==> src/rtl/cddc_pkg.sv <==
package cddc_pkg;
    // register map, byte addresses on the apb bus
    localparam logic [11:0] CDDC_ADDR_CTRL = 12'h000;
    localparam logic [11:0] CDDC_ADDR_STAT = 12'h004;
    // field positions of clock_divider_control
    localparam int CDDC_ROI_BIT = 15;
    localparam int CDDC_RATIO_LSB = 12;
    localparam int CDDC_RATIO_SELECT_A_ENABLE_BIT = 11;
    localparam int CDDC_RC_POSTSCALER_SELECT_LSB = 8;
    // value after reset: postscaler code 001, everything else zero
    localparam logic [15:0] CDDC_CTRL_RESET = 16'h0100;
    localparam logic [15:0] CDDC_CTRL_WMASK = 16'hFF00;
    // current oscillator select codes that feed the postscaler
    localparam logic [2:0] CDDC_CURRENT_OSC_SELECT_FRC = 3'h7;
    localparam logic [2:0] CDDC_CURRENT_OSC_SELECT_FRC_B = 3'h1;
    localparam logic [2:0] CDDC_CURRENT_OSC_SELECT_LPRC = 3'h6;
    // nominal source rates in hz
    localparam int CDDC_FRC_HZ = 8000000;
    localparam int CDDC_LPRC_HZ = 500000;

    // decoded control fields
    typedef struct packed {
        logic recover_on_interrupt;
        logic [2:0] ratio_select_a;
        logic ratio_select_a_enable;
        logic [2:0] rc_postscaler_select;
    } cddc_ctrl_t;

    // clock enable outputs
    typedef struct packed {
        logic rc_tick;
        logic cpu_tick;
        logic periph_tick;
    } cddc_ticks_t;
endpackage : cddc_pkg

==> src/rtl/cddc_pow2_div.sv <==
`timescale 1ns/1ps
// divides an enable stream by 2^code, pulse on the last of each group
module cddc_pow2_div #(
    parameter int MAXLOG = 8
) (
    input wire logic i_clk, // system clock
    input wire logic i_rst, // async reset, active high
    input wire logic i_en, // input tick
    input wire logic [3:0] i_log2, // divide by 2^i_log2
    output logic o_tick // output tick
);
    logic [MAXLOG-1:0] cnt_reg;
    logic [MAXLOG-1:0] mask;

    initial begin
        if (MAXLOG < 1 || MAXLOG > 15) $error("cddc_pow2_div: MAXLOG out of range");
    end

    // mask of counter bits used by the current code
    always_comb begin
        mask = MAXLOG'((17'h00001 << i_log2) - 17'h00001);
    end

    // counter cleared at the end of each group; a code change takes effect via masking without restarting the count
    always_ff @(posedge i_clk or posedge i_rst) begin
        if (i_rst) begin
            cnt_reg <= '0;
        end else if (i_en) begin
            if ((cnt_reg & mask) == mask) begin
                cnt_reg <= '0;
            end else begin
                cnt_reg <= cnt_reg + MAXLOG'(1);
            end
        end
    end

    assign o_tick = i_en && ((cnt_reg & mask) == mask);
endmodule : cddc_pow2_div

==> src/rtl/cddc_top.sv <==
`timescale 1ns/1ps
// Function
// - roi set: interrupt clears ratio_select_a, ratio 1:1
// - roi clear: interrupts leave ratio_select_a enable alone
// - ratio field bits 14:12 gives 1:2^code
// - ratio_select_a enabled: apply ratio field to peripheral
// - ratio_select_a disabled: cpu and peripheral same rate
// - postscaler bits 10:8 divide rc by 2^code, code 111 by 256
// - osc 111/001: 8 MHz down to 31.25 kHz
// - postscaler resets to 001, divide by two
// - osc 110: 500 kHz down to 1.95 kHz
// - unimplemented bits ignore writes, read zero
module cddc_top #(
    parameter int RC_PRESCALE = 1 // system cycles per rc tick, models the rc source
) (
    input wire logic i_clk, // system clock, 10 MHz
    input wire logic i_rst, // async reset, active high
    input wire logic i_psel, // apb select
    input wire logic i_penable, // apb enable
    input wire logic i_pwrite, // apb direction
    input wire logic [11:0] i_paddr, // apb byte address
    input wire logic [31:0] i_pwdata, // apb write data
    output logic [31:0] o_prdata, // apb read data
    output logic o_pready, // apb ready
    output logic o_pslverr, // apb error
    input wire logic [2:0] i_current_osc_select, // code from oscillator controller
    input wire logic i_irq_event, // interrupt occurred, one-cycle pulse
    output cddc_pkg::cddc_ctrl_t o_ctrl, // registered control fields
    output cddc_pkg::cddc_ticks_t o_ticks, // clock enables
    output logic [31:0] o_rc_hz // nominal postscaler output rate
);
    import cddc_pkg::*;

    cddc_ctrl_t ctrl_reg;
    logic [2:0] current_osc_select_reg;
    logic [31:0] rc_hz_reg;
    logic [31:0] prdata_reg;
    logic [15:0] ctrl_word;
    logic wr_ctrl;
    logic rd_en;
    logic addr_ok;
    logic [15:0] wdata;
    logic [7:0] pre_cnt_reg;
    logic src_tick;
    logic rc_tick;
    logic periph_tick;
    logic [3:0] rc_log2;
    logic [3:0] ratio_select_a_log2;
    logic osc_valid;

    initial begin
        if (RC_PRESCALE < 1 || RC_PRESCALE > 255) $error("cddc_top: RC_PRESCALE out of range");
    end

    // apb decode; zero wait states
    assign addr_ok = (i_paddr == CDDC_ADDR_CTRL) || (i_paddr == CDDC_ADDR_STAT);
    assign wr_ctrl = i_psel && i_penable && i_pwrite && (i_paddr == CDDC_ADDR_CTRL);
    assign rd_en = i_psel && !i_penable && !i_pwrite;
    assign o_pready = 1'b1;
    assign o_pslverr = i_psel && i_penable && !addr_ok;
    assign wdata = i_pwdata[15:0] & CDDC_CTRL_WMASK;

    assign ctrl_word = {ctrl_reg, 8'h00};

    // control register; an interrupt beats a write of ratio_select_a enable when the written roi bit is set
    always_ff @(posedge i_clk or posedge i_rst) begin
        if (i_rst) begin
            ctrl_reg <= cddc_ctrl_t'(CDDC_CTRL_RESET[15:8]);
        end else begin
            if (wr_ctrl) begin
                ctrl_reg <= cddc_ctrl_t'(wdata[15:8]);
            end
            if (i_irq_event && (wr_ctrl ? wdata[CDDC_ROI_BIT] : ctrl_reg.recover_on_interrupt)) begin
                ctrl_reg.ratio_select_a_enable <= 1'b0;
            end
            // roi clear: ratio_select_a_enable untouched by interrupts
        end
    end

    // oscillator code from a separate controller on the same clock
    always_ff @(posedge i_clk or posedge i_rst) begin
        if (i_rst) begin
            current_osc_select_reg <= CDDC_CURRENT_OSC_SELECT_FRC;
        end else begin
            current_osc_select_reg <= i_current_osc_select;
        end
    end

    // read data latched during setup
    always_ff @(posedge i_clk or posedge i_rst) begin
        if (i_rst) begin
            prdata_reg <= 32'h00000000;
        end else if (rd_en) begin
            case (i_paddr)
                CDDC_ADDR_CTRL: prdata_reg <= {16'h0000, ctrl_word};
                CDDC_ADDR_STAT: prdata_reg <= {25'h0000000, osc_valid, current_osc_select_reg,
                    ctrl_reg.rc_postscaler_select};
                default: prdata_reg <= 32'h00000000;
            endcase
        end
    end
    assign o_prdata = prdata_reg;

    // postscaler source presence and divide code
    assign osc_valid = (current_osc_select_reg == CDDC_CURRENT_OSC_SELECT_FRC) || (current_osc_select_reg == CDDC_CURRENT_OSC_SELECT_FRC_B)
        || (current_osc_select_reg == CDDC_CURRENT_OSC_SELECT_LPRC);
    // code 111 skips divide-by-128 and goes straight to divide-by-256
    assign rc_log2 = (ctrl_reg.rc_postscaler_select == 3'h7) ? 4'h8
        : {1'b0, ctrl_reg.rc_postscaler_select};

    // nominal rate: source rate shifted by the code
    always_ff @(posedge i_clk or posedge i_rst) begin
        if (i_rst) begin
            rc_hz_reg <= 32'h00000000;
        end else begin
            case (current_osc_select_reg)
                CDDC_CURRENT_OSC_SELECT_FRC, CDDC_CURRENT_OSC_SELECT_FRC_B: rc_hz_reg <= 32'(CDDC_FRC_HZ) >> rc_log2;
                CDDC_CURRENT_OSC_SELECT_LPRC: rc_hz_reg <= 32'(CDDC_LPRC_HZ) >> rc_log2;
                default: rc_hz_reg <= 32'h00000000;
            endcase
        end
    end
    assign o_rc_hz = rc_hz_reg;

    // rc source tick model
    always_ff @(posedge i_clk or posedge i_rst) begin
        if (i_rst) begin
            pre_cnt_reg <= 8'h00;
        end else if (pre_cnt_reg == 8'(RC_PRESCALE - 1)) begin
            pre_cnt_reg <= 8'h00;
        end else begin
            pre_cnt_reg <= pre_cnt_reg + 8'h01;
        end
    end
    assign src_tick = osc_valid && (pre_cnt_reg == 8'(RC_PRESCALE - 1));

    // rc postscaler
    cddc_pow2_div #(.MAXLOG(8)) u_rc_div (
        .i_clk(i_clk),
        .i_rst(i_rst),
        .i_en(src_tick),
        .i_log2(rc_log2),
        .o_tick(rc_tick)
    );

    // ratio_select_a ratio, forced 1:1 when ratio_select_a disabled
    assign ratio_select_a_log2 = ctrl_reg.ratio_select_a_enable ? {1'b0, ctrl_reg.ratio_select_a} : 4'h0;

    cddc_pow2_div #(.MAXLOG(8)) u_ratio_select_a_div (
        .i_clk(i_clk),
        .i_rst(i_rst),
        .i_en(rc_tick),
        .i_log2(ratio_select_a_log2),
        .o_tick(periph_tick)
    );

    assign o_ctrl = ctrl_reg;
    assign o_ticks = '{rc_tick: rc_tick, cpu_tick: rc_tick, periph_tick: periph_tick};

    // cpu ticks counted since the last periph tick, for checking the ratio
    logic [7:0] chk_cnt_reg;
    always_ff @(posedge i_clk or posedge i_rst) begin
        if (i_rst) begin
            chk_cnt_reg <= 8'h00;
        end else if (rc_tick) begin
            chk_cnt_reg <= periph_tick ? 8'h00 : chk_cnt_reg + 8'h01;
        end
    end

    a_roi_clears: assert property (@(posedge i_clk) disable iff (i_rst)
        i_irq_event && ctrl_reg.recover_on_interrupt && !wr_ctrl |=> !ctrl_reg.ratio_select_a_enable)
        else $error("ratio_select_a not cleared by interrupt");
    a_roi_keeps: assert property (@(posedge i_clk) disable iff (i_rst)
        i_irq_event && !ctrl_reg.recover_on_interrupt && !wr_ctrl
        |=> $stable(ctrl_reg.ratio_select_a_enable))
        else $error("ratio_select_a changed with roi clear");
    a_ratio_period: assert property (@(posedge i_clk) disable iff (i_rst)
        rc_tick && ctrl_reg.ratio_select_a_enable && !periph_tick
        |-> chk_cnt_reg < ((8'h01 << ctrl_reg.ratio_select_a) - 8'h01))
        else $error("peripheral period exceeds ratio");
    a_ratio_select_a_applies: assert property (@(posedge i_clk) disable iff (i_rst)
        ctrl_reg.ratio_select_a_enable && ctrl_reg.ratio_select_a != 3'h0 && periph_tick
        ##1 ($stable(ctrl_reg) [*1]) |-> !periph_tick)
        else $error("ratio not applied");
    a_no_ratio_select_a_equal: assert property (@(posedge i_clk) disable iff (i_rst)
        !ctrl_reg.ratio_select_a_enable |-> periph_tick == rc_tick)
        else $error("rates differ without ratio_select_a");
    a_frc_rate: assert property (@(posedge i_clk) disable iff (i_rst)
        (current_osc_select_reg == CDDC_CURRENT_OSC_SELECT_FRC) && $stable(current_osc_select_reg) && $stable(ctrl_reg)
        |=> rc_hz_reg == (32'(CDDC_FRC_HZ) >> $past(rc_log2)))
        else $error("wrong frc rate");
    a_lprc_rate: assert property (@(posedge i_clk) disable iff (i_rst)
        (current_osc_select_reg == CDDC_CURRENT_OSC_SELECT_LPRC) && $stable(ctrl_reg)
        |=> rc_hz_reg == (32'(CDDC_LPRC_HZ) >> $past(rc_log2)))
        else $error("wrong lprc rate");
    a_low_zero: assert property (@(posedge i_clk) disable iff (i_rst)
        rd_en && i_paddr == CDDC_ADDR_CTRL |=> o_prdata[31:16] == 16'h0000 && o_prdata[7:0] == 8'h00)
        else $error("unimplemented bits nonzero");
    a_osc_follow: assert property (@(posedge i_clk) disable iff (i_rst)
        1'b1 |=> current_osc_select_reg == $past(i_current_osc_select))
        else $error("osc code not followed");
    a_reset_div: assert property (@(posedge i_clk)
        $fell(i_rst) |-> ctrl_reg.rc_postscaler_select == 3'h1)
        else $error("postscaler reset value wrong");

    c_irq_recover: cover property (@(posedge i_clk) disable iff (i_rst)
        ctrl_reg.ratio_select_a_enable ##1 !ctrl_reg.ratio_select_a_enable && $past(i_irq_event));
    c_ratio_select_a_max: cover property (@(posedge i_clk) disable iff (i_rst)
        ctrl_reg.ratio_select_a_enable && ctrl_reg.ratio_select_a == 3'h7 && periph_tick);
    c_lprc: cover property (@(posedge i_clk) disable iff (i_rst)
        current_osc_select_reg == CDDC_CURRENT_OSC_SELECT_LPRC && rc_tick);
endmodule : cddc_top
==> config.mk <==
export PLATFORM = sky130hd
export DESIGN_NAME = cddc_top
export DESIGN_NICKNAME = d
export VERILOG_FILES = /design/src/rtl/cddc_pkg.sv /design/src/rtl/cddc_pow2_div.sv /design/src/rtl/cddc_top.sv
export SDC_FILE = /design/constraint.sdc
export NUM_CORES = 1
export LEC_CHECK = 0
export ABC_CLOCK_PERIOD_IN_PS = 4500
export BUFFER_PORTS_ARGS = -buffer_cell sky130_fd_sc_hd__buf_2
export CAP_MARGIN = 10
export CORE_UTILIZATION = 53
export CTS_BUF_LIST = sky130_fd_sc_hd__clkbuf_4
export CTS_CLUSTER_SIZE = 30
export DETAILED_ROUTE_END_ITERATION = 8
export GPL_TIMING_DRIVEN = 0
export PLACE_DENSITY = 0.87
export SLEW_MARGIN = 20
export SYNTH_ARGS = -nofsm -noshare
export SYNTH_HDL_FRONTEND = slang
export SYNTH_HIERARCHICAL = 1
export SYNTH_SLANG_ARGS = --single-unit
==> constraint.sdc <==
create_clock -name i_clk -period 4.5 [get_ports i_clk]
set_input_delay 0 -clock i_clk [delete_from_list [all_inputs] [get_ports i_clk]]
set_output_delay 0 -clock i_clk [all_outputs]
set_load 0.02 [all_outputs]
==> results of run 1 <==
## what timing repair did
action | CTS | global route
endpoints found under the hold margin | 61 | 0
hold buffers | 14 | 0
gates resized for setup | 1 | 3
setup endpoints to repair | 9 | 1
setup buffers | 2 | 0
## placed cells by master, fill, tap and decap left out, types with 6 or more instances in the layout
cell and n:
dfrtp_1 69, xnor2_1 11, and3_1 7, clkbuf_4 10, ha_1 12, nand2_1 22
dlygate4sd3_1 14, mux2_2 7, a21oi_1 13, xor2_1 10, buf_4 32, and2_1 7
conb_1 35, a22o_1 16, inv_1 16, nand3_1 10, nor2_1 35, mux2i_1 6
o21ai_0 14, nor3_1 7, buf_2 86
## kinds of logic after synthesis
logic type / after synthesis / synth area share, %
AO/OA/AOI/OAI: 77 / 15.3
XOR/XNOR: 21 / 4.48
adder cells (fa/ha/maj): 12 / 3.66
buffers and inverters: 63 / 8.82
flip-flops: 73 / 44.7
multiplexers: 17 / 5.40
other: 2 / 0.183
AND/OR/NAND/NOR: 124 / 17.5
## metrics by stage
stage / instances / setup TNS, ns / setup WS [ns]
detailed placement: 600 / -0.224 / -0.100
global placement: 599 / -0.00628 / -0.00628
CTS: 632 / 0 / 0.0253
floorplan: 422 / 0 / 0.418
global route: 630 / 0 / 0.00917
finish: 630 / 0 / 0.178
## per-layer routing
| metal | GRT usage [%] | part of all wire [%] | up-vias |
|---|---|---|---|
| met2 | 42.4 | 52 | 167 |
| met4 | 11.0 | 3.0 | 0 |
| met1 | 28.1 | 38 | 1555 |
| li1 | - | - | 1579 |
| met5 | 0 | 0 | - |
| met3 | 4.99 | 6.6 | 35 |
## Yosys cell counts (4+ instances only)
cell type	instances
nand3_1	11
dfrtp_1	69
a21oi_1	13
xor2_1	10
a22o_1	16
and2b_1	4
nand2_1	23
nor2_1	35
inv_1	18
buf_4	30
mux2_2	7
dfstp_2	4
mux2i_1	6
nand4_1	5
nor3_1	7
buf_2	10
clkbuf_1	5
and3_1	7
ha_1	12
xnor2_1	11
o21ai_0	14
and2_1	7
## critical path, cell delays in order (launching register included)
cell       delay (ns)
dfstp_2          0.67
nand3_2          0.20
nand2_2          0.18
inv_2            0.10
or4_4            0.52
ha_1             0.29
o21ai_0          0.12
a2111oi_4        0.37
o211ai_2         0.17
a21oi_4          0.16
o21ai_0          0.16
a2111oi_4        0.35
o211ai_2         0.17
a21oi_4          0.17
buf_4            0.12
buf_2            0.15
## power by group through the flow
stage	combinational (uW)	sequential [uW]	clock, uW
after global routing	266	762	486
final	241	754	452
after global placement	216	763	0
after CTS	241	753	460
after detailed placement	228	766	0
after floorplan	168	760	0
## final timing paths
check / from / endpoint / slack [ns] / cells past startpoint
worst max-delay path: o_ctrl[0]$_DFFE_PP1P_ / o_ticks[0] / 0.18 / 15
worst max register to register: o_ctrl[0]$_DFFE_PP1P_ / u_ratio_select_a_div/cnt_reg[6]$_DFFE_PP0P_ / 0.51 / 15
worst min register to register: pre_cnt_reg[7]$_DFF_PP0_ / pre_cnt_reg[7]$_DFF_PP0_ / 0.50 / 1
max in group asynchronous: i_rst / current_osc_select_reg[0]$_DFF_PP1_ / 3.63 / 4
min in group asynchronous: i_rst / u_ratio_select_a_div/cnt_reg[3]$_DFFE_PP0P_ / 0.09 / 3
worst min-delay path: i_paddr[10] / o_ctrl[4]$_DFFE_PP0P_ / 0.05 / 4
## cell type report
cell class | instances | area share [%]
Buffer | 43 | 5.60
Multi-Input combinational cell | 286 | 40.3
Clock buffer | 10 | 1.48
Sequential cell | 73 | 36.1
Inverter | 18 | 1.33
Clock inverter | 6 | 1.60
Timing Repair Buffer | 95 | 11.1
Tap cell | 99 | 2.44
==> metrics.txt, run 1 <==
status complete, no violations; CTS tree built; crit start category register; vias per inst 5.30; Reg area 1830 um^2; sequential fraction of the synthesis area 44.7%; vias in the first global route 3391; Most used DFF post-synth dfrtp_1; switching part of the total 28.4%; Post-synth EDFFs 0; WL per Instance 14.6 um; clock sink count 73; Starting Density 55.7%; Final Slew Violations 0; Flop pwr share 52.1%; TritonRoute pass-1 iters 5; Worst-Margin Slew 0.609 ns; count of cell types in the netlist 61; first-pass GRT wire length 15.6 mm; Synth async-reset ratio 100%; largest net degree at the start of global routing 32; I/O pin cnt 130; Synth top area share 42.1%; ratio of cells with drive above 1 in the final layout 32.6%; final core utilization 68.9%; Clock transition at path regs 0.12 ns; Fmax achieved 231 MHz; antenna violations before repair 0; area grow syn2layout 23.7%; DRC viols 0; part of the power in the clock network 31.3%; Tightest Hold Check Type in2reg; Max-Cap Viols 0; total grt overflow 0; Die ar. 8090 um^2; P_leak 0.00263 uW; largest cells by area after synthesis dfrtp_1 42%, buf_4 5.5%, ha_1 3.7%; Max transition margin 59.3%; power share of the combinational group 16.7%; Mapped Avg Cell Area 10.5 um^2; # fillers 566; n_diodes 0; number of flip-flops in the largest register 23; antenna-violating nets left 0; CTS buffer count 9; Final Setup Violations 0; clock buffer depth 2; Fin. Hold Viols 0; largest area contributor in the netlist dfrtp_1; flip-flop and latch count after synthesis 73; Net Sw Power 411 uW; yosys synthesis warning count 6; vias 3336; crit path DAT 4.32 ns; PwrDens 285 nW/um^2; Hold Slack 0.0478 ns; DRT iter0 DRCs 195; RSZ-0062 raised after global routing false; DP Area 4760 um^2; CORE AREA 7370 um^2; final worst-path cycle share 96.0%; WP data required 4.50 ns; min cycle time layout 4.32 ns; crit-path max FO 9; Port Buffers 78; fin nets 591; Setup CP Type reg2out; global placer's final weighted congestion 0.922; Tot Pwr 1450 uW; DRT Wirelength 9.18 mm; dpl hpwl 6.65 mm; clock root buffer clkbuf_4; Clock Latency Late Sink 0.41 ns; H-tree Lvls 3; Synth Instances 389; critical path capture point type output port; Layout Cell Area excl Fill 5070 um^2; Peak VDD IR 0.249 mV; DIE HEIGHT 90.0 um; P_int 1040 uW; Die Wd 90.0 um; Post-Synthesis Cell Area 4100 um^2; GRT Resource Usage Total 24.0%; cell row count 31; Clock Skew 0.0121 ns; multi-input combinational cell area 2050 um^2
(Power assumes the default switching activity.)
==> inputs of run 2 (changes only) <==
--- a/config.mk
+++ b/config.mk
@@ -14,6 +14,7 @@
 export DETAILED_ROUTE_END_ITERATION = 8
 export GPL_TIMING_DRIVEN = 0
 export PLACE_DENSITY = 0.87
+export RECOVER_POWER = 100
 export SLEW_MARGIN = 20
 export SYNTH_ARGS = -nofsm -noshare
 export SYNTH_HDL_FRONTEND = slang
==> run 2 against run 1 <==
  * Hold slack better by 0.033 ns
  * Via count decreased by 0.21%
  * Combinational power down 3%
  * Setup slack improved by 0.013 ns
  * Register-to-register slack hardly changed
  * Cell area shrank 2.7%
  * Clock-buffer cell count is the same
  * Fmax up 0.30%
  * Critical endpoint unchanged
==> metrics.txt, run 2 (same netlist as run 1, synthesis figures left out) <==
Fmax achieved 232 MHz (was 231 MHz); # fillers 617 (was 566); placed insts 600 (unchanged); Starting Density 55.7% (unchanged); DRC viols 0 (unchanged); status complete, no violations (unchanged); DIE HEIGHT 90.0 um (unchanged); antenna-violating nets left 0 (unchanged); DRT Wirelength 9.21 mm (was 9.18 mm); RSZ-0062 raised after global routing false (unchanged); vias in the first global route 3391 (unchanged); crit start category register (unchanged); Layout Cell Area excl Fill 4940 um^2 (was 5070 um^2); vias 3329 (was 3336); Peak VDD IR 0.249 mV (about the same); global placer's final weighted congestion 0.922 (unchanged); clock sink count 73 (unchanged); dpl hpwl 6.65 mm (unchanged); Post-Place Worst Slack -0.100 ns (unchanged); cell row count 31 (unchanged); Worst-Margin Slew 1.47 ns (was 0.609 ns); most common cell after layout, fill and taps aside dfrtp_1 (was buf_2); crit-path max FO 9 (unchanged); Clock Skew 0.0140 ns (was 0.0121 ns); min cycle time layout 4.31 ns (was 4.32 ns); I/O pin cnt 130 (unchanged); DRT iter0 DRCs 168 (was 195); Final Setup Violations 0 (unchanged); Port Buffers 78 (unchanged); ratio of cells with drive above 1 in the final layout 21.3% (was 32.6%); GRT Resource Usage Total 24.0% (unchanged); CORE AREA 7370 um^2 (unchanged); final std cells w/o fill 630 (unchanged); Die Wd 90.0 um (unchanged); clock buffer depth 2 (unchanged); total grt overflow 0 (unchanged); Clock transition at path regs 0.12 ns (about the same); multi-input combinational cell area 1990 um^2 (was 2050 um^2); first-pass GRT wire length 15.6 mm (unchanged); critical path capture point type output port (unchanged); clock root buffer clkbuf_4 (unchanged); crit path cell chain nand3_2, nand2_2, inv_2, or4_4, ha_1, o21ai_0, a2111oi_4, o211ai_2, a21oi_4, o21ai_0, a2111oi_4, o211ai_2, a21oi_4, buf_4, buf_2 (unchanged); Max-Cap Viols 0 (unchanged); vias per inst 5.28 (was 5.30); setup ws final 0.191 ns (was 0.178 ns); Die ar. 8090 um^2 (unchanged); Tightest Hold Check Type in2async (was in2reg); Hold Slack 0.0807 ns (was 0.0478 ns); delay-heaviest family, CP compound AO/OA/AOI/OAI gates (unchanged); TritonRoute pass-1 iters 5 (unchanged); n_diodes 0 (unchanged); CP max stage delay 0.67 ns (about the same); most frequent cells in the layout 69 x dfrtp_1, 59 x clkbuf_1, 35 x nor2_1, 35 x conb_1, 33 x buf_2 (was 86 x buf_2, 69 x dfrtp_1, 35 x nor2_1, 35 x conb_1, 32 x buf_4); CTS buffer count 9 (unchanged); PwrDens 291 nW/um^2 (was 285 nW/um^2); antenna violations before repair 0 (unchanged); Fin. Hold Viols 0 (unchanged); P_leak 0.00237 uW (was 0.00263 uW); DP Area 4760 um^2 (unchanged); final worst-path cycle share 95.8% (was 96.0%); area grow syn2layout 20.3% (was 23.7%); number of flip-flops in the largest register 23 (unchanged); Clock Latency Late Sink 0.42 ns (was 0.41 ns); CTS tree built (unchanged); WP data required 4.50 ns (about the same); Buf+Inv Stages, Crit Path 3 (unchanged); largest net degree at the start of global routing 32 (unchanged); fin nets 591 (unchanged); H-tree Lvls 3 (unchanged); crit path DAT 4.31 ns (was 4.32 ns); CP max stage cell dfstp_2 (unchanged); Reg area 1830 um^2 (unchanged); Setup CP Type reg2out (unchanged); Final Slew Violations 0 (unchanged); WL per Instance 14.6 um (about the same); Max transition margin 1.79% (was 59.3%)
-- run 2: cell types whose count changed in the layout (fill, tap and decap cells not counted), moves of 2 or more --
cell      previous run  this run
nor3_1               7         9
nor3_4               2         0
buf_2               86        33
clkbuf_1             5        59
-- run 2: worst paths after layout --
| kind | from | to | slack [ns] | cells after the start |
|---|---|---|---|---|
| max reg2reg | o_ctrl[0]$_DFFE_PP1P_ | u_ratio_select_a_div/cnt_reg[6]$_DFFE_PP0P_ | 0.52 | 15 |
| min | i_rst | u_ratio_select_a_div/cnt_reg[3]$_DFFE_PP0P_ | 0.08 | 3 |
| min reg2reg | pre_cnt_reg[7]$_DFF_PP0_ | pre_cnt_reg[7]$_DFF_PP0_ | 0.49 | 1 |
| max in group asynchronous | i_rst | o_rc_hz[17]$_DFF_PP0_ | 2.17 | 4 |
| min in group i_clk | i_pwrite | o_prdata[15]$_DFFE_PP0P_ | 0.15 | 4 |
| max | o_ctrl[0]$_DFFE_PP1P_ | o_ticks[0] | 0.19 | 15 |
-- run 2: power breakdown --
part           leakage (uW)  total, uW  switching [uW]  internal, uW
combinational       0.00130        234             134           100
sequential         0.000984        754            51.8           702
clock             0.0000859        450             221           229
-- run 2: what timing repair did --
item | 4_1_cts | 5_1_grt
setup buffers | 2 | 0
hold endpoints to repair | 61 | 0
resized for setup | 1 | 3
setup endpoints to repair | 9 | 1
hold buffers | 14 | 0
-- run 2: per-stage QoR --
stage / TNS (ns) / utilization [%] / power, uW
5_1_grt: 0 / 67.0 / 1510
6_report: 0 / 67.0 / 1440
4_1_cts: 0 / 68.9 / 1450
3_3_place_gp: -0.00628 / 64.3 / 979
3_5_place_dp: -0.224 / 64.6 / 994
2_1_floorplan: 0 / - / 928
-- run 2: final cells by class --
class	count	area share [%]
buffer	43	5.63
sequential	73	37.1
timing repair buffer	95	9.91
multi-input combinational	286	40.3
clock inverter	6	1.65
clock buffer	10	1.52
inverter	18	1.37
tap	99	2.51
-- run 2: per-layer routing --
| metal | global-route usage, % | wire length [um] | vias up |
|---|---|---|---|
| li1 | - | - | 1577 |
| met1 | 28.1 | 3580 | 1583 |
| met2 | 42.4 | 4810 | 141 |
| met3 | 4.99 | 566 | 28 |
| met4 | 11.0 | 252 | 0 |
| met5 | 0 | 0 | - |
-- run 2: worst reg2reg max path: stages, from the launching register on --
cell	delay, ns
dfstp_2	0.67
nand3_2	0.21
nand2_2	0.17
inv_2	0.10
or4_4	0.52
ha_1	0.29
o21ai_0	0.12
a2111oi_4	0.37
o211ai_2	0.17
a21oi_4	0.16
o21ai_0	0.16
a2111oi_4	0.35
o211ai_2	0.17
a21oi_4	0.17
buf_4	0.18
o31ai_2	0.07
==> inputs of run 3 (changes only) <==
--- a/config.mk
+++ b/config.mk
@@ -8,15 +8,14 @@
 export ABC_CLOCK_PERIOD_IN_PS = 4500
 export BUFFER_PORTS_ARGS = -buffer_cell sky130_fd_sc_hd__buf_2
 export CAP_MARGIN = 10
-export CORE_UTILIZATION = 53
+export CORE_UTILIZATION = 52
 export CTS_BUF_LIST = sky130_fd_sc_hd__clkbuf_4
 export CTS_CLUSTER_SIZE = 30
 export DETAILED_ROUTE_END_ITERATION = 8
 export GPL_TIMING_DRIVEN = 0
-export PLACE_DENSITY = 0.87
+export PLACE_DENSITY = 0.86
 export RECOVER_POWER = 100
 export SLEW_MARGIN = 20
 export SYNTH_ARGS = -nofsm -noshare
 export SYNTH_HDL_FRONTEND = slang
-export SYNTH_HIERARCHICAL = 1
 export SYNTH_SLANG_ARGS = --single-unit
==> run 3 against run 2 <==
  * The flow now finishes with violations (max-capacitance violations, max-slew violations)
  * Via count down 1.1%
  * Die area is 4.7% lower
  * Sequential share of layout area up 2.3 points
  * Critical endpoint is now o_ticks[1]
  * Wire length down 1.2%
  * Core utilization decreased by 1.0 points
  * Clock power fell by 24%
  * First-iteration DRC count increased by 110%
  * Critical path type unchanged
  * Fmax up 25%
==> metrics.txt, run 3 <==
antenna violations before repair 0 (unchanged); Starting Density 55.2% (was 55.7%); sequential fraction of the synthesis area 47.2% (was 44.7%); Setup CP Type reg2out (unchanged); I/O pin cnt 130 (unchanged); clock buffer depth 2 (unchanged); DIE HEIGHT 87.8 um (was 90.0 um); delay-heaviest family, CP buffers and inverters (was compound AO/OA/AOI/OAI gates); Clock transition at path regs 0.11 ns (was 0.12 ns); most common cell after layout, fill and taps aside dfrtp_1 (unchanged); Post-synth EDFFs 0 (unchanged); global placer's final weighted congestion 0.937 (was 0.922); RR Endpoint o_rc_hz[12]$_DFF_PP0_ (was u_ratio_select_a_div/cnt_reg[6]$_DFFE_PP0P_); n_diodes 0 (unchanged); area grow syn2layout 19.5% (was 20.3%); final worst-path cycle share 76.6% (was 95.8%); crit-path max FO 10 (was 9); Tightest Hold Check Type in2reg (was in2async); flip-flop and latch count after synthesis 72 (was 73); Worst R2R Start o_ctrl[0]$_DFFE_PP1P_ (unchanged); WL per Instance 15.0 um (was 14.6 um); vias per inst 5.42 (was 5.28); Max-Cap Viols 1 (was 0); Most used DFF post-synth dfrtp_1 (unchanged); setup_tns 0 ns (unchanged); most frequent cell after synthesis dfrtp_1 (unchanged); vias 3294 (was 3329); Mapped Avg Cell Area 10.1 um^2 (was 10.5 um^2); failing checks max-capacitance violations, max-slew violations; Die Wd 87.8 um (was 90.0 um); WP data required 4.50 ns (about the same); fin nets 571 (was 591); R2R depth 8 (was 15); cell row count 30 (was 31); largest area contributor in the netlist dfrtp_1 (unchanged); crit path DAT 3.45 ns (was 4.31 ns); number of flip-flops in the largest register 23 (unchanged); Port Buffers 78 (unchanged); clock root buffer clkbuf_4 (unchanged); CP max stage cell dfstp_1 (was dfstp_2); TritonRoute pass-1 iters 4 (was 5); synth cell count leaders 68 x dfrtp_1, 32 x nor2_1, 31 x buf_4, 31 x nand2_1, 21 x inv_1 (was 69 x dfrtp_1, 35 x nor2_1, 30 x buf_4); Clock Skew 0.0178 ns (was 0.0140 ns); antenna-violating nets left 0 (unchanged); largest net degree at the start of global routing 45 (was 32); GRT Resource Usage Total 25.3% (was 24.0%); Synth top area share 44.4% (was 42.1%); Fin. Hold Viols 0 (unchanged); min cycle time layout 3.45 ns (was 4.31 ns); Fmax achieved 290 MHz (was 232 MHz); Synth async-reset ratio 100% (unchanged); H-tree Lvls 3 (unchanged); yosys synthesis warning count 0 (was 6); vias in the first global route 3094 (was 3391); Die ar. 7710 um^2 (was 8090 um^2); Max transition margin -53.8% (was 1.79%); count of cell types in the netlist 59 (was 61); status complete, but fails checks (was complete, no violations); PwrDens 252 nW/um^2 (was 291 nW/um^2); Critical Path Start current_osc_select_reg[0]$_DFF_PP1_ (was o_ctrl[0]$_DFFE_PP1P_); Crit. path cell count 7 (was 15); crit path cell chain nor3b_1, o2111ai_1, a211oi_1, clkbuf_1, clkbuf_1, clkbuf_4, buf_2 (was nand3_2, nand2_2, inv_2, or4_4, ha_1, o21ai_0, a2111oi_4, o211ai_2, a21oi_4, o21ai_0, a2111oi_4, o211ai_2, a21oi_4, buf_4, buf_2); Tot Pwr 1150 uW (was 1440 uW); DRT iter0 DRCs 361 (was 168); P_leak 0.00215 uW (was 0.00237 uW); CP most frequent cell clkbuf_1; total grt overflow 0 (unchanged); Worst-Margin Slew 2.31 ns (was 1.47 ns); Final Slew Violations 45 (was 0); most frequent cells in the layout 68 x dfrtp_1, 66 x clkbuf_1, 32 x nor2_1, 31 x nand2_1, 31 x buf_2 (was 69 x dfrtp_1, 59 x clkbuf_1, 35 x nor2_1, 35 x conb_1, 33 x buf_2); clock sink count 72 (was 73); ratio of cells with drive above 1 in the final layout 18.0% (was 21.3%); Clock Latency Late Sink 0.42 ns (about the same); CP max stage delay 0.55 ns (was 0.67 ns); Post-Synthesis Cell Area 3830 um^2 (was 4100 um^2); CTS tree built (unchanged); CORE AREA 6940 um^2 (was 7370 um^2); # fillers 606 (was 617); dpl hpwl 6.36 mm (was 6.65 mm); critical path capture point type output port (unchanged); DRC viols 0 (unchanged); Setup crit end o_ticks[1] (was o_ticks[0]); first-pass GRT wire length 14.8 mm (was 15.6 mm); Buf+Inv Stages, Crit Path 4 (was 3); CTS buffer count 9 (unchanged); largest cells by area after synthesis dfrtp_1 44%, buf_4 6.1%, a22o_1 3.7% (was dfrtp_1 42%, buf_4 5.5%, ha_1 3.7%); Synth Instances 379 (was 389); DRT Wirelength 9.10 mm (was 9.21 mm); Peak VDD IR 0.178 mV (was 0.249 mV); RSZ-0062 raised after global routing false (unchanged); crit start category register (unchanged); Final Setup Violations 0 (unchanged); r2r setup slk 1.25 ns (was 0.52 ns)
[run 3: changes by cell type after synthesis, moves of 4 or more]
cell	change
a311oi_1	+4
o221ai_1	+8
xor2_1	-7
nand4_1	-4
nand2_1	+8
o211ai_1	+4
buf_2	-8
clkbuf_1	+8
nor3_1	+4
a211oi_1	+4
o21ai_0	-6
and2b_1	-4
[run 3: layout make-up]
class                      count  area (um^2)  area share, %
tap                           96          120           2.62
clock buffer                  11         82.6           1.80
clock inverter                 5         25.0          0.546
inverter                      21         80.1           1.75
sequential                    72         1810           39.5
timing repair buffer          92          465           10.2
buffer                        48          293           6.39
multi-input combinational    263         1710           37.3
[run 3: cells by family after synthesis]
logic type	Yosys count	share of synthesized area (%)
compound gates	83	16.3
xor+xnor	12	2.74
fa+ha+maj	11	3.59
buf+inv	69	10.1
flops	72	47.2
mux	17	5.45
other cells	2	0.196
simple gates	113	14.5
[run 3: worst min path at each step]
| stage | start | to | slack [ns] | depth (start not counted) |
|---|---|---|---|---|
| global route | i_paddr[2] | o_prdata[13]$_DFFE_PP0P_ | 0.07 | 3 |
| CTS | i_paddr[2] | o_prdata[9]$_DFFE_PP0P_ | 0.04 | 3 |
| finish | i_paddr[2] | o_prdata[13]$_DFFE_PP0P_ | 0.06 | 3 |
| floorplan | i_current_osc_select[0] | current_osc_select_reg[0]$_DFF_PP1_ | 0.004 | 0 |
| global placement | i_current_osc_select[1] | current_osc_select_reg[1]$_DFF_PP1_ | 0.10 | 1 |
| detailed placement | i_rst | u_ratio_select_a_div.cnt_reg[4]$_DFFE_PP0P_ | 0.01 | 2 |
[run 3: worst reg2reg max path, cell delays in order (launching register included)]
cell and delay, ns:
dfstp_1 0.57, clkbuf_1 0.44, clkbuf_1 0.41, nand2_1 0.20, ha_1 0.32, clkbuf_1 0.36, nor2_1 0.16, a22o_1 0.22
a2111oi_0 0.43
[run 3: what timing repair did]
item,CTS,global route
hold buffers,13,0
setup buffers,0,0
setup endpoints to repair,0,0
gates resized for setup,0,0
endpoints found under the hold margin,80,0
[run 3: report_power, final]
group	switching [uW]	total (uW)	internal, uW
clock network	219	340	121
registers	10.2	670	660
logic	88.0	143	55.3
[run 3: per-layer routing]
metal	share of wire, %	global-route usage, %
met1	43	33.9
met2	47	40.0
met3	7.0	4.34
met4	3.2	11.9
met5	0	0
[run 3: through the flow]
stage	area [um^2]	std cells	util (%)	hold slack, ns	setup WS [ns]
after CTS	4700	608	67.6	0.0371	1.36
after global placement	4440	578	63.9	0.105	1.26
final	4580	608	65.9	0.0562	1.05
after floorplan	3930	404	-	0.00448	1.90
after detailed placement	4460	579	64.2	0.0110	1.37
after global routing	4580	608	65.9	0.0688	0.747
